<file path="src/rtl/dd_regs.svh">
// Offsets, field positions, codes and timing counts of the dual converter link
`ifndef DD_REGS_SVH
`define DD_REGS_SVH

// ************************
// Frame layout
// ************************
`define DD_FRAME_BITS 24
`define DD_CNT_W 5
`define DD_CNT_OVER 5'd25
`define DD_MSB 23

// ************************
// Register select codes
// ************************
`define DD_SEL_DAC 3'h0
`define DD_SEL_RANGE 3'h1
`define DD_SEL_PWR 3'h2
`define DD_SEL_CTL 3'h3

// ************************
// Channel address codes
// ************************
`define DD_CH_A 3'h0
`define DD_CH_B 3'h2
`define DD_CH_ALL 3'h4

// ************************
// Control register functions and bits
// ************************
`define DD_CTL_NOP 3'h0
`define DD_CTL_CFG 3'h1
`define DD_CTL_CLEAR 3'h4
`define DD_CTL_LOAD 3'h5
`define DD_CFG_SDO_DIS 0
`define DD_CFG_CLR_SEL 2

// ************************
// Reset and clear codes
// ************************
`define DD_ZERO_CODE 16'h0000
`define DD_MID_CODE 16'h8000

// ************************
// Host register map
// ************************
`define DD_H_TX 4'h0
`define DD_H_CTRL 4'h4
`define DD_H_RX 4'h8
`define DD_H_GO 0
`define DD_H_LOAD_STROBE_N 1
`define DD_H_CLR 2
`define DD_H_BUSY 0

// ************************
// Timing
// ************************
`define DD_CLK_NS 8
`define DD_SCLK_HALF_NS 64
`define DD_SCLK_HALF_CYC (`DD_SCLK_HALF_NS / `DD_CLK_NS)
`define DD_CLR_PW_NS 20
`define DD_CLR_PW_CYC ((`DD_CLR_PW_NS + `DD_CLK_NS - 1) / `DD_CLK_NS)

`endif

</file>
<file path="src/rtl/dd_pkg.sv">
// Types shared by both ends of the dual converter link
package dd_pkg;

   typedef struct packed
   {
      logic rd;
      logic rsv;
      logic [2:0] sel;
      logic [2:0] addr;
      logic [15:0] data;
   } dd_frame_t;

   typedef enum logic [3:0]
   {
      HS_IDLE = 4'b0001,
      HS_HI = 4'b0010,
      HS_LO = 4'b0100,
      HS_END = 4'b1000
   } dd_hstate_t;

endpackage

</file>
<file path="src/rtl/dd_link_if.sv">
// Serial link between host controller and converter device
`timescale 1ns/1ps
`default_nettype none
interface dd_link_if;
   logic frame_sel_n;
   logic serial_clk;
   logic serial_data_in;
   logic serial_data_out;
   logic sdo_oe;
   logic load_strobe_n;
   logic clear_n;
   logic sdo_line;

   // Released line reads high, as with a pull-up
   assign sdo_line = sdo_oe ? serial_data_out : 1'b1;

   modport dev
   (
      input frame_sel_n,
      input serial_clk,
      input serial_data_in,
      input load_strobe_n,
      input clear_n,
      output serial_data_out,
      output sdo_oe
   );

   modport host
   (
      output frame_sel_n,
      output serial_clk,
      output serial_data_in,
      output load_strobe_n,
      output clear_n,
      input sdo_line
   );
endinterface
`default_nettype wire

</file>
<file path="src/rtl/dd_device.sv">
// Converter device end: frame capture, register loading, update and clear
//
// How it works
// - 24-bit frames shift in MSB first
// - Frame: read bit, select, address, 16 data
// - Frame select falling starts a write cycle
// - Exactly 24 falling clocks, else frame invalid
// - Frame select rising loads addressed register
// - Load strobe low, frame high, updates all
// - Overflow bits leave on serial data out
// - Output changes on rising, sampled falling
// - Chain of N needs 24 times N clocks; device accepts only 24 per frame
// - Frame select rising latches, stops shifting
// - Read bit selects register, data ignored
// - Next frame returns selected register contents
// - Disabled output enabled during read frame
// - Channel A read: 0x800000 then 0x180000
// - Strobe low while shifting: individual update
// - Strobe high: update on strobe falling
// - Clear forces zero or midscale code
// - Host holds clear for minimum width
// - Clear low refuses updates; value held
// - Clear command acts like clear pin
// - Reset zeroes all converter registers
// - Host sends exact clock count per frame
// - DAC writes to powered-down channel ignored; range writes still land
//
// The register offsets and the address-and-strobe port were chosen for this implementation.
`timescale 1ns/1ps
`default_nettype none
`include "dd_regs.svh"
module dd_device
   import dd_pkg::*;
(
   // Clock and reset
   input wire logic mclk_in,
   input wire logic rstn_in,
   // Serial link
   dd_link_if.dev link,
   // Converter side
   output logic [15:0] dac_a_out,
   output logic [15:0] dac_b_out,
   output logic [5:0] range_out,
   output logic [1:0] power_out
);

   // ************************
   // Pin sampling and edges
   // ************************
   logic [4:0] pin_s;
   logic [4:0] pin_p_q;
   logic fs_n;
   logic sclk_fall;
   logic sclk_rise;
   logic fs_fall;
   logic fs_rise;
   logic load_strobe_n_fall;
   logic clr_n;
   logic load_strobe_n_n;
   logic sdi;

   dd_sync #(.W(5)) u_sync
   (
      .clk_in(mclk_in),
      .rstn_in(rstn_in),
      .d_in({link.frame_sel_n, link.serial_clk, link.serial_data_in,
             link.load_strobe_n, link.clear_n}),
      .q_out(pin_s)
   );

   always_ff @(posedge mclk_in or negedge rstn_in)
   begin
      if (!rstn_in)
         pin_p_q <= 5'h1f;
      else
         pin_p_q <= pin_s;
   end

   assign fs_n = pin_s[4];
   assign sdi = pin_s[2];
   assign load_strobe_n_n = pin_s[1];
   assign clr_n = pin_s[0];
   assign fs_fall = pin_p_q[4] & ~pin_s[4];
   assign fs_rise = ~pin_p_q[4] & pin_s[4];
   assign sclk_fall = pin_p_q[3] & ~pin_s[3];
   assign sclk_rise = ~pin_p_q[3] & pin_s[3];
   assign load_strobe_n_fall = pin_p_q[1] & ~pin_s[1];

   // ************************
   // Shift register and bit count
   // ************************
   logic [23:0] sr_q;
   logic [`DD_CNT_W-1:0] cnt_q;
   logic rd_pend_q;
   logic rd_act_q;
   logic [5:0] rd_sel_q;
   logic [15:0] rd_data;
   dd_frame_t fr;
   logic fr_ok;

   always_ff @(posedge mclk_in or negedge rstn_in)
   begin
      if (!rstn_in)
      begin
         sr_q <= 24'h000000;
         cnt_q <= '0;
      end
      else if (fs_fall)
      begin
         cnt_q <= '0;
         if (rd_pend_q)
            sr_q <= {8'h00, rd_data};
      end
      else if (!fs_n && sclk_fall)
      begin
         sr_q <= {sr_q[22:0], sdi};
         // Saturates so any count above 24 stays invalid
         if (cnt_q != `DD_CNT_OVER)
            cnt_q <= cnt_q + 1'b1;
      end
   end

   // Shifting only happens with frame select low
   assign fr = dd_frame_t'(sr_q);
   assign fr_ok = fs_rise &&
                  (cnt_q == `DD_CNT_W'(`DD_FRAME_BITS));

   // ************************
   // Serial data out
   // ************************
   logic sdo_q;
   logic sdo_oe_q;
   logic [2:0] cfg_q;

   always_ff @(posedge mclk_in or negedge rstn_in)
   begin
      if (!rstn_in)
         sdo_q <= 1'b0;
      else if (fs_fall)
         sdo_q <= rd_pend_q ? 1'b0 : sr_q[`DD_MSB];
      else if (!fs_n && sclk_rise)
         sdo_q <= sr_q[`DD_MSB];
   end

   always_ff @(posedge mclk_in or negedge rstn_in)
   begin
      if (!rstn_in)
         sdo_oe_q <= 1'b1;
      else
         sdo_oe_q <= ~cfg_q[`DD_CFG_SDO_DIS] | rd_act_q | rd_pend_q;
   end

   assign link.serial_data_out = sdo_q;
   assign link.sdo_oe = sdo_oe_q;

   // ************************
   // Readback
   // ************************
   logic [15:0] inp_q [2];
   logic [15:0] dac_q [2];
   logic [2:0] range_q [2];
   logic [1:0] pwr_q;

   function automatic logic ch_hit(input logic [2:0] addr, input int ch);
      ch_hit = (addr == `DD_CH_ALL) ||
               (addr == (ch == 0 ? `DD_CH_A : `DD_CH_B));
   endfunction

   function automatic int ch_idx(input logic [2:0] addr);
      ch_idx = (addr == `DD_CH_B) ? 1 : 0;
   endfunction

   always_ff @(posedge mclk_in or negedge rstn_in)
   begin
      if (!rstn_in)
      begin
         rd_pend_q <= 1'b0;
         rd_sel_q <= 6'h00;
      end
      else if (fr_ok && fr.rd)
      begin
         rd_pend_q <= 1'b1;
         rd_sel_q <= {fr.sel, fr.addr};
      end
      else if (fs_fall)
         rd_pend_q <= 1'b0;
   end

   // Output stays enabled through the whole read frame
   always_ff @(posedge mclk_in or negedge rstn_in)
   begin
      if (!rstn_in)
         rd_act_q <= 1'b0;
      else if (fs_fall)
         rd_act_q <= rd_pend_q;
      else if (fs_rise)
         rd_act_q <= 1'b0;
   end

   always_comb
   begin
      rd_data = 16'h0000;
      case (rd_sel_q[5:3])
         `DD_SEL_DAC: rd_data = dac_q[ch_idx(rd_sel_q[2:0])];
         `DD_SEL_RANGE: rd_data = {13'h0000, range_q[ch_idx(rd_sel_q[2:0])]};
         `DD_SEL_PWR: rd_data = {14'h0000, pwr_q};
         `DD_SEL_CTL: rd_data = {13'h0000, cfg_q};
         default: rd_data = 16'h0000;
      endcase
   end

   // ************************
   // Configuration registers
   // ************************
   logic wr_ok;
   logic clr_cmd;
   logic load_cmd;

   assign wr_ok = fr_ok && !fr.rd;
   assign clr_cmd = wr_ok && fr.sel == `DD_SEL_CTL &&
                    fr.addr == `DD_CTL_CLEAR;
   assign load_cmd = wr_ok && fr.sel == `DD_SEL_CTL &&
                     fr.addr == `DD_CTL_LOAD;

   always_ff @(posedge mclk_in or negedge rstn_in)
   begin
      if (!rstn_in)
         cfg_q <= 3'h0;
      else if (wr_ok && fr.sel == `DD_SEL_CTL && fr.addr == `DD_CTL_CFG)
         cfg_q <= fr.data[2:0];
   end

   // All channels start powered down
   always_ff @(posedge mclk_in or negedge rstn_in)
   begin
      if (!rstn_in)
         pwr_q <= 2'b00;
      else if (wr_ok && fr.sel == `DD_SEL_PWR)
         pwr_q <= fr.data[1:0];
   end

   always_ff @(posedge mclk_in or negedge rstn_in)
   begin
      if (!rstn_in)
      begin
         range_q[0] <= 3'h0;
         range_q[1] <= 3'h0;
      end
      else if (wr_ok && fr.sel == `DD_SEL_RANGE)
      begin
         for (int c = 0; c < 2; c++)
            if (ch_hit(fr.addr, c))
               range_q[c] <= fr.data[2:0];
      end
   end

   // ************************
   // Input and converter registers
   // ************************
   logic [15:0] clr_code;

   assign clr_code = cfg_q[`DD_CFG_CLR_SEL] ? `DD_MID_CODE : `DD_ZERO_CODE;

   always_ff @(posedge mclk_in or negedge rstn_in)
   begin
      if (!rstn_in)
      begin
         inp_q[0] <= `DD_ZERO_CODE;
         inp_q[1] <= `DD_ZERO_CODE;
      end
      else if (wr_ok && fr.sel == `DD_SEL_DAC)
      begin
         for (int c = 0; c < 2; c++)
            if (ch_hit(fr.addr, c) && pwr_q[c])
               inp_q[c] <= fr.data;
      end
   end

   // Clear has priority and holds for as long as the pin is low
   always_ff @(posedge mclk_in or negedge rstn_in)
   begin
      if (!rstn_in)
      begin
         dac_q[0] <= `DD_ZERO_CODE;
         dac_q[1] <= `DD_ZERO_CODE;
      end
      else if (!clr_n || clr_cmd)
      begin
         dac_q[0] <= clr_code;
         dac_q[1] <= clr_code;
      end
      else if ((load_strobe_n_fall && fs_n) || load_cmd)
      begin
         dac_q[0] <= inp_q[0];
         dac_q[1] <= inp_q[1];
      end
      else if (wr_ok && fr.sel == `DD_SEL_DAC && !load_strobe_n_n)
      begin
         for (int c = 0; c < 2; c++)
            if (ch_hit(fr.addr, c) && pwr_q[c])
               dac_q[c] <= fr.data;
      end
   end

   assign dac_a_out = dac_q[0];
   assign dac_b_out = dac_q[1];
   assign range_out = {range_q[1], range_q[0]};
   assign power_out = pwr_q;
endmodule
`default_nettype wire

</file>
<file path="src/rtl/dd_sync.sv">
// Two-stage synchroniser for pins from outside the clock domain
`timescale 1ns/1ps
`default_nettype none
module dd_sync
#(
   parameter int W = 1
)
(
   // Clock and reset
   input wire logic clk_in,
   input wire logic rstn_in,
   // Data
   input wire logic [W-1:0] d_in,
   output logic [W-1:0] q_out
);
   logic [W-1:0] meta_q;
   logic [W-1:0] sync_q;

   always_ff @(posedge clk_in or negedge rstn_in)
   begin
      if (!rstn_in)
      begin
         meta_q <= '1;
         sync_q <= '1;
      end
      else
      begin
         meta_q <= d_in;
         sync_q <= meta_q;
      end
   end

   assign q_out = sync_q;
endmodule
`default_nettype wire

</file>
<file path="src/flat_wrapper.sv">
// flat-port wrapper written by rule: the top's interface ports become plain ports
module dd_device_flat import dd_pkg::*;
  (mclk_in, rstn_in, dac_a_out, dac_b_out, range_out, power_out, link_frame_sel_n, link_serial_clk, link_serial_data_in, link_load_strobe_n, link_clear_n, link_serial_data_out, link_sdo_oe);
  dd_link_if link_i ();
  input wire logic mclk_in;
  input wire logic rstn_in;
  output logic [15:0] dac_a_out;
  output logic [15:0] dac_b_out;
  output logic [5:0] range_out;
  output logic [1:0] power_out;
  input wire logic [$bits(link_i.frame_sel_n)-1:0] link_frame_sel_n;
  input wire logic [$bits(link_i.serial_clk)-1:0] link_serial_clk;
  input wire logic [$bits(link_i.serial_data_in)-1:0] link_serial_data_in;
  input wire logic [$bits(link_i.load_strobe_n)-1:0] link_load_strobe_n;
  input wire logic [$bits(link_i.clear_n)-1:0] link_clear_n;
  output wire logic [$bits(link_i.serial_data_out)-1:0] link_serial_data_out;
  output wire logic [$bits(link_i.sdo_oe)-1:0] link_sdo_oe;
  assign link_i.frame_sel_n = link_frame_sel_n;
  assign link_i.serial_clk = link_serial_clk;
  assign link_i.serial_data_in = link_serial_data_in;
  assign link_i.load_strobe_n = link_load_strobe_n;
  assign link_i.clear_n = link_clear_n;
  assign link_serial_data_out = link_i.serial_data_out;
  assign link_sdo_oe = link_i.sdo_oe;
  dd_device u_core (.mclk_in(mclk_in), .rstn_in(rstn_in), .link(link_i), .dac_a_out(dac_a_out), .dac_b_out(dac_b_out), .range_out(range_out), .power_out(power_out));
endmodule
</file>
<file path="config.mk">
export PLATFORM = sky130hd
export DESIGN_NAME = dd_device_flat
export DESIGN_NICKNAME = d
export VERILOG_FILES = /design/src/rtl/dd_pkg.sv /design/src/rtl/dd_link_if.sv /design/src/rtl/dd_device.sv /design/src/rtl/dd_sync.sv /design/src/flat_wrapper.sv
export VERILOG_INCLUDE_DIRS = /design/src /design/src/rtl
export SDC_FILE = /design/constraint.sdc
export NUM_CORES = 1
export LEC_CHECK = 0
export BUFFER_PORTS_ARGS = -buffer_cell sky130_fd_sc_hd__buf_2
export CAP_MARGIN = 20
export CELL_PAD_IN_SITES_DETAIL_PLACEMENT = 1
export CELL_PAD_IN_SITES_GLOBAL_PLACEMENT = 2
export CORE_UTILIZATION = 40
export CTS_CLUSTER_DIAMETER = 120
export DETAILED_ROUTE_END_ITERATION = 6
export PLACE_DENSITY = 0.88
export SETUP_SLACK_MARGIN = 0.15
export SYNTH_ARGS = -nofsm -noshare
export SYNTH_HDL_FRONTEND = slang
export SYNTH_HIERARCHICAL = 1
export SYNTH_SLANG_ARGS = --single-unit
</file>
<file path="constraint.sdc">
create_clock -name mclk_in -period 3.3 [get_ports mclk_in]
set_clock_uncertainty 0.05 [all_clocks]
set_input_delay 0.165 -clock mclk_in [delete_from_list [all_inputs] [get_ports mclk_in]]
set_output_delay 0.165 -clock mclk_in [all_outputs]
set_load 0.02 [all_outputs]
</file>
[Word-level counts from Yosys, hierarchy flattened]
Index checks and enable logic that the tools add are counted.
Cells by class
  add/subtract/negate cells: 1
  order comparisons: 1
  eq/ne operators: 14
  multiplexer cells: 27
  bitwise gates (word level): 14
  reductions and logical operators: 43
Operator list (number)
  $mux 16: 6
  $mux 32: 3
  $mux 24: 3
  $pmux 16 s4: 1
  $ge 32x2->1 const B: 1
  $not 32->32: 1
  $eq 3x2->1 const B: 6
  $logic_and 1x1->1: 16
  $reduce_and 2->1: 8
  $mux 5: 3
  $reduce_bool 2->1: 5
  $eq 3x1->1 const B: 3
  $logic_not 3->1: 3
  $mux 3: 3
  $reduce_bool 3->1: 3
  $mux 1: 8
  $eq 3x3->1 const B: 2
  $not 1->1: 6
  $add 5x1->5 const B: 1
  $and 1x1->1: 5
  $eq 5x5->1 const B: 1
  $ne 5x5->1 const B: 1
  $logic_not 1->1: 4
  $logic_or 1x1->1: 4
  2 further kinds: 3
Word-level totals
  flip-flop bits (word level): 129
  bits of input ports: 7
  logic and storage cells: 118

[Logic depth before layout (Yosys ltp)]
  depth in word-level cells: 9
  depth in mapped cells: 9
  depth with buffers taken out: 7

[Cells and area by module]
The synthesis kept the hierarchy.
By module, submodules not included
  dd_device: instances 1, cells an instance 469, area an instance 5520.3 µm², sequential area each 2932.8 µm²
  dd_sync: instances 1, cells an instance 10, area an instance 262.8 µm², sequential area each 262.8 µm²

[Worst setup path after synthesis]
OpenSTA, ideal clock, no wires.
  path kind: reg-to-reg
  start point: register u_core.u_sync.sync_q[4], in the netlist u_core/u_sync/q_out[4]
  end point: register u_core.dac_q (netlist bit u_core/dac_b_out[10])
  data arrival time: 2.106 ns
  required time: 3.118 ns
  path slack: 1.012 ns
  stages on the path, launching flop included: 9
  path buffers: 2
  period minus slack after synthesis: 2.288 ns
  path through: dfstp_2 -> ha_1 -> nand4bb_1 -> nor4_1 -> or2_1 -> buf_2 -> buf_4 -> mux2i_1 -> o2bb2ai_1
On the way
  word-level cells in the longest chain between the ends: 8
  elaborated cells between the ends (all ways): 16
  classes of those cells: 2 x mux; 1 x bitwise; 13 x reduce/logical
Ends and longest elaborated chain
  start: declaration: line dd_sync.sv:17  | logic [W-1:0] sync_q;
  start signal: assignment: line dd_sync.sv:29  | sync_q <= meta_q;
  $and 1x1->1: line dd_device.sv:84  | assign fs_rise = ~pin_p_q[4] & pin_s[4];
  $logic_and 1x1->1: line dd_device.sv:125  | assign fr_ok = fs_rise &&
  $logic_and 1x1->1: line dd_device.sv:219  | assign wr_ok = fr_ok && !fr.rd;
  $logic_and 1x1->1 (no source line) (2 in series)
  $logic_or 1x1->1, on equally long branches: line dd_device.sv:292, dd_device.sv:287
  $reduce_bool 3->1 (no source line) or $mux 32 (tied branches)
  $reduce_and 2->1 (no source line) or $mux 32 (tied branches)
  end signal: indexed assignment: line dd_device.sv:301  | dac_q[c] <= fr.data;
  end: declaration: line dd_device.sv:160  | logic [15:0] dac_q [2];
Several ways; a longest one is shown, not always the timed one.
A chain may end at the register's enable or synchronous reset.

[Worst setup path after layout]
  start point: register u_core.u_sync.sync_q[4], in the netlist u_core/u_sync/q_out[4]
  end point: register u_core.dac_q (netlist bit u_core/dac_a_out[4])
Same word-level chain as after synthesis.

==> flow_summary.yaml <==
run_status:
  status: "completed"
cts:
  clockBufferDepth: 2
  clk_pin_slew_ps: 60
  cts.sinks: 127
  clk_latency_ps: 430
  cts_tree: "built"
  cts_buffers: 17
  htree_levels: 4
  root_buffer: "clkbuf_16"
  cts_resized: 0
drt:
  drt_iter0_drc: 211
  first_pass_iters: 4
  wl_mm: 15.3
  vias: 4093
  wl_per_cell_um: 20.9
  drc: 0
  avgViaCountPerCell: 5.58
  detail-route-antenna-nets: 0
global_route:
  overflow: 0
  grt_usage: 0.225
  antenna_found_initial: 0
  grt_pass1_vias: 4441
  grt_pass1_wl_mm: 24.5
  grt_start_max_net_pins: 62
logic_synthesis:
  synth_cells: 479
  synth_flop_cell: "dfrtp_1"
  yosys-top-cells-count: "dfrtp_1 (113), mux2_2 (51), mux2i_1 (49)"
  synth.avg_cell_area_um2: 12.1
  synth_area_mm2: 0.00578
  seq_area_frac_synth: 0.553
  async_flop_share: 1.00
  yosys.area.top_type_share: 0.489
  yosysMostFrequentCell: "dfrtp_1"
  synth_fp_nets: 491
  synth_cell_types: 48
  synth_edf_count: 0
  synth_seq_cells: 127
  yosys.area.top_type: "dfrtp_1"
  yosysWarnings: 6
  synth.area.top_cells: "dfrtp_1 (49%), mux2_2 (9.9%), mux2i_1 (8.5%)"
min_path:
  hp-class: "in2async"
setup_path:
  crit_slowest_cell: "dfstp_2"
  path_buf_inv: 1
  critPathKind: "reg2reg"
  crit_fanout: 19
  cp-end-kind: "register"
  crit_chain: "ha_1, nand4bb_1, nor4_1, or2_1, buf_4, o21ai_2, o21ai_0"
  r2r_setup_slack_ps: 440
  critical_path_required_ps: 3580
  crit_family: "simple AND/OR/NAND/NOR gates"
  critPathMaxStageDelay_ps: 590
  worst_setup_path_start_kind: "register"
  worstRegToRegCells: 7
  r2r_start: "u_core/u_sync/q_out[4]"
  arrival_ps: 3150
  r2r-end: "u_core/dac_a_out[4]"
cells_and_area:
  drive_gt1_frac: 0.319
  area_growth_pct: 19.6
  nets: 553
  n_antenna_cell: 0
floorplanning:
  chipWidth_um: 122
  core-area_mm2: 0.0140
  start_util: 0.413
  io_pins: 49
  die_h_um: 122
  dieArea_mm2: 0.0149
  rows: 43
job:
  drv_cap: 0
pwr:
  vdd_drop_max_mv: 0.398
  seq_power_share: 0.449
  power_mw: 4.09
  netSwitchingPower_mw: 1.06
  power_density_mw_per_mm2: 591
  p_sw_frac: 0.258
  p_int_mw: 3.03
  clockPowerShare: 0.458
  leakagePower_nw: 3.28
  combPwrFrac: 0.093
timing:
  fin_crit_ps: 2860
  rsz0062_at_grt: "false"
  fin_tns_setup_ps: 0
  fmax_mhz: 349
  finalHoldViolations: 0
  worst_pin_slew_ps: 1020
  finalSetupViolCount: 0
  period_share: 0.868
  slew_violations: 0
  hold_slack_ps: 298
  relSlewSlack: 0.319
placed_design:
  port-buffer-count: 48
  place_congestion: 0.776
  hpwl_mm: 9.87
==> logic make-up after synthesis <==
group                      after synthesis  synth area share
adders and majority gates                5            0.0108
muxes                                  100             0.184
xor gates and xnor gates                 5           0.00757
AOI/OAI and AO/OA                       93             0.113
and+or+nand+nor                        117             0.107
buffers and inverters                   32            0.0251
DFF                                    127             0.553
==> routing by layer <==
metal | up-vias | global-route usage | routed length (um)
met5 | - | 0 | 0
met4 | 0 | 0.0953 | 229
met3 | 17 | 0.0530 | 498
met2 | 73 | 0.363 | 7510
met1 | 2142 | 0.288 | 7080
li1 | 1861 | - | -
==> state kept, by name, indices dropped and copies added, names as in the netlist <==
name / cells
u_core/inp_q: 32
u_core/fr: 24
u_core/dac_a_out: 16
u_core/dac_b_out: 16
u_core/range_out: 6
u_core/rd_sel_q: 6
u_core/cnt_q: 5
u_core/u_sync/meta_q: 5
u_core/u_sync/q_out: 5
u_core/cfg_q: 3
u_core/pin_p_q: 3
u_core/power_out: 2
u_core/link.sdo_oe: 1
u_core/link.serial_data_out: 1
u_core/rd_act_q: 1
u_core/rd_pend_q: 1
==> power groups by stage <==
stage | Combinational [mW] | Clock [mW] | Sequential, mW
4_1_cts | 0.384 | 1.92 | 1.84
2_1_floorplan | 0.257 | 0 | 1.80
3_3_place_gp | 0.353 | 0 | 1.85
6_report | 0.379 | 1.87 | 1.84
5_1_grt | 0.420 | 1.97 | 1.86
3_5_place_dp | 0.373 | 0 | 1.86
==> layout make-up <==
class | count | area, um^2
multi-input combinational | 320 | 2460
clock buffer | 26 | 509
clock inverter | 6 | 80.1
tap | 180 | 225
fill | 1496 | 7070
timing repair buffer | 68 | 420
sequential | 127 | 3200
inverter | 7 | 26.3
==> layout by cell type (no fill, tap or decap), types with 7 or more instances in the layout <==
cell / instances
buf_2: 47
buf_4: 14
clkbuf_16: 17
dfrtp_1: 113
dfstp_2: 14
inv_1: 7
mux2_2: 51
mux2i_1: 49
nand2_1: 48
nand3_1: 17
nor2_1: 11
o21a_1: 10
o21ai_0: 34
o21ai_2: 12
o2bb2ai_1: 15
==> through the flow <==
stage	cell area, um^2	util	setup WS [ps]	instances
final	6920	0.494	435	734
after global routing	6920	0.494	216	734
after CTS	6920	0.494	370	734
after detailed placement	6270	0.448	346	696
after global placement	6270	0.448	528	696
after floorplan	5780	-	1010	479
==> worst max path at each step <==
stage | depth (start not counted) | end | slack (ps) | startpoint
after floorplan | 8 | u_core/dac_b_out[10] | 1010 | u_core/u_sync/q_out[4]
after global placement | 8 | u_core/dac_a_out[4] | 530 | u_core/pin_p_q[4]
after detailed placement | 7 | u_core/dac_a_out[4] | 350 | u_core/u_sync/q_out[4]
after CTS | 7 | u_core/dac_a_out[4] | 370 | u_core/u_sync/q_out[4]
after global routing | 7 | u_core/dac_a_out[0] | 220 | u_core/u_sync/q_out[4]
final | 7 | u_core/dac_a_out[4] | 440 | u_core/u_sync/q_out[4]
==> what timing repair did <==
item,in CTS,in global routing
hold endpoints to repair,58,0
buffers inserted,0,0
hold buffers,6,0
Note: power is estimated with default switching activity, not from simulation.
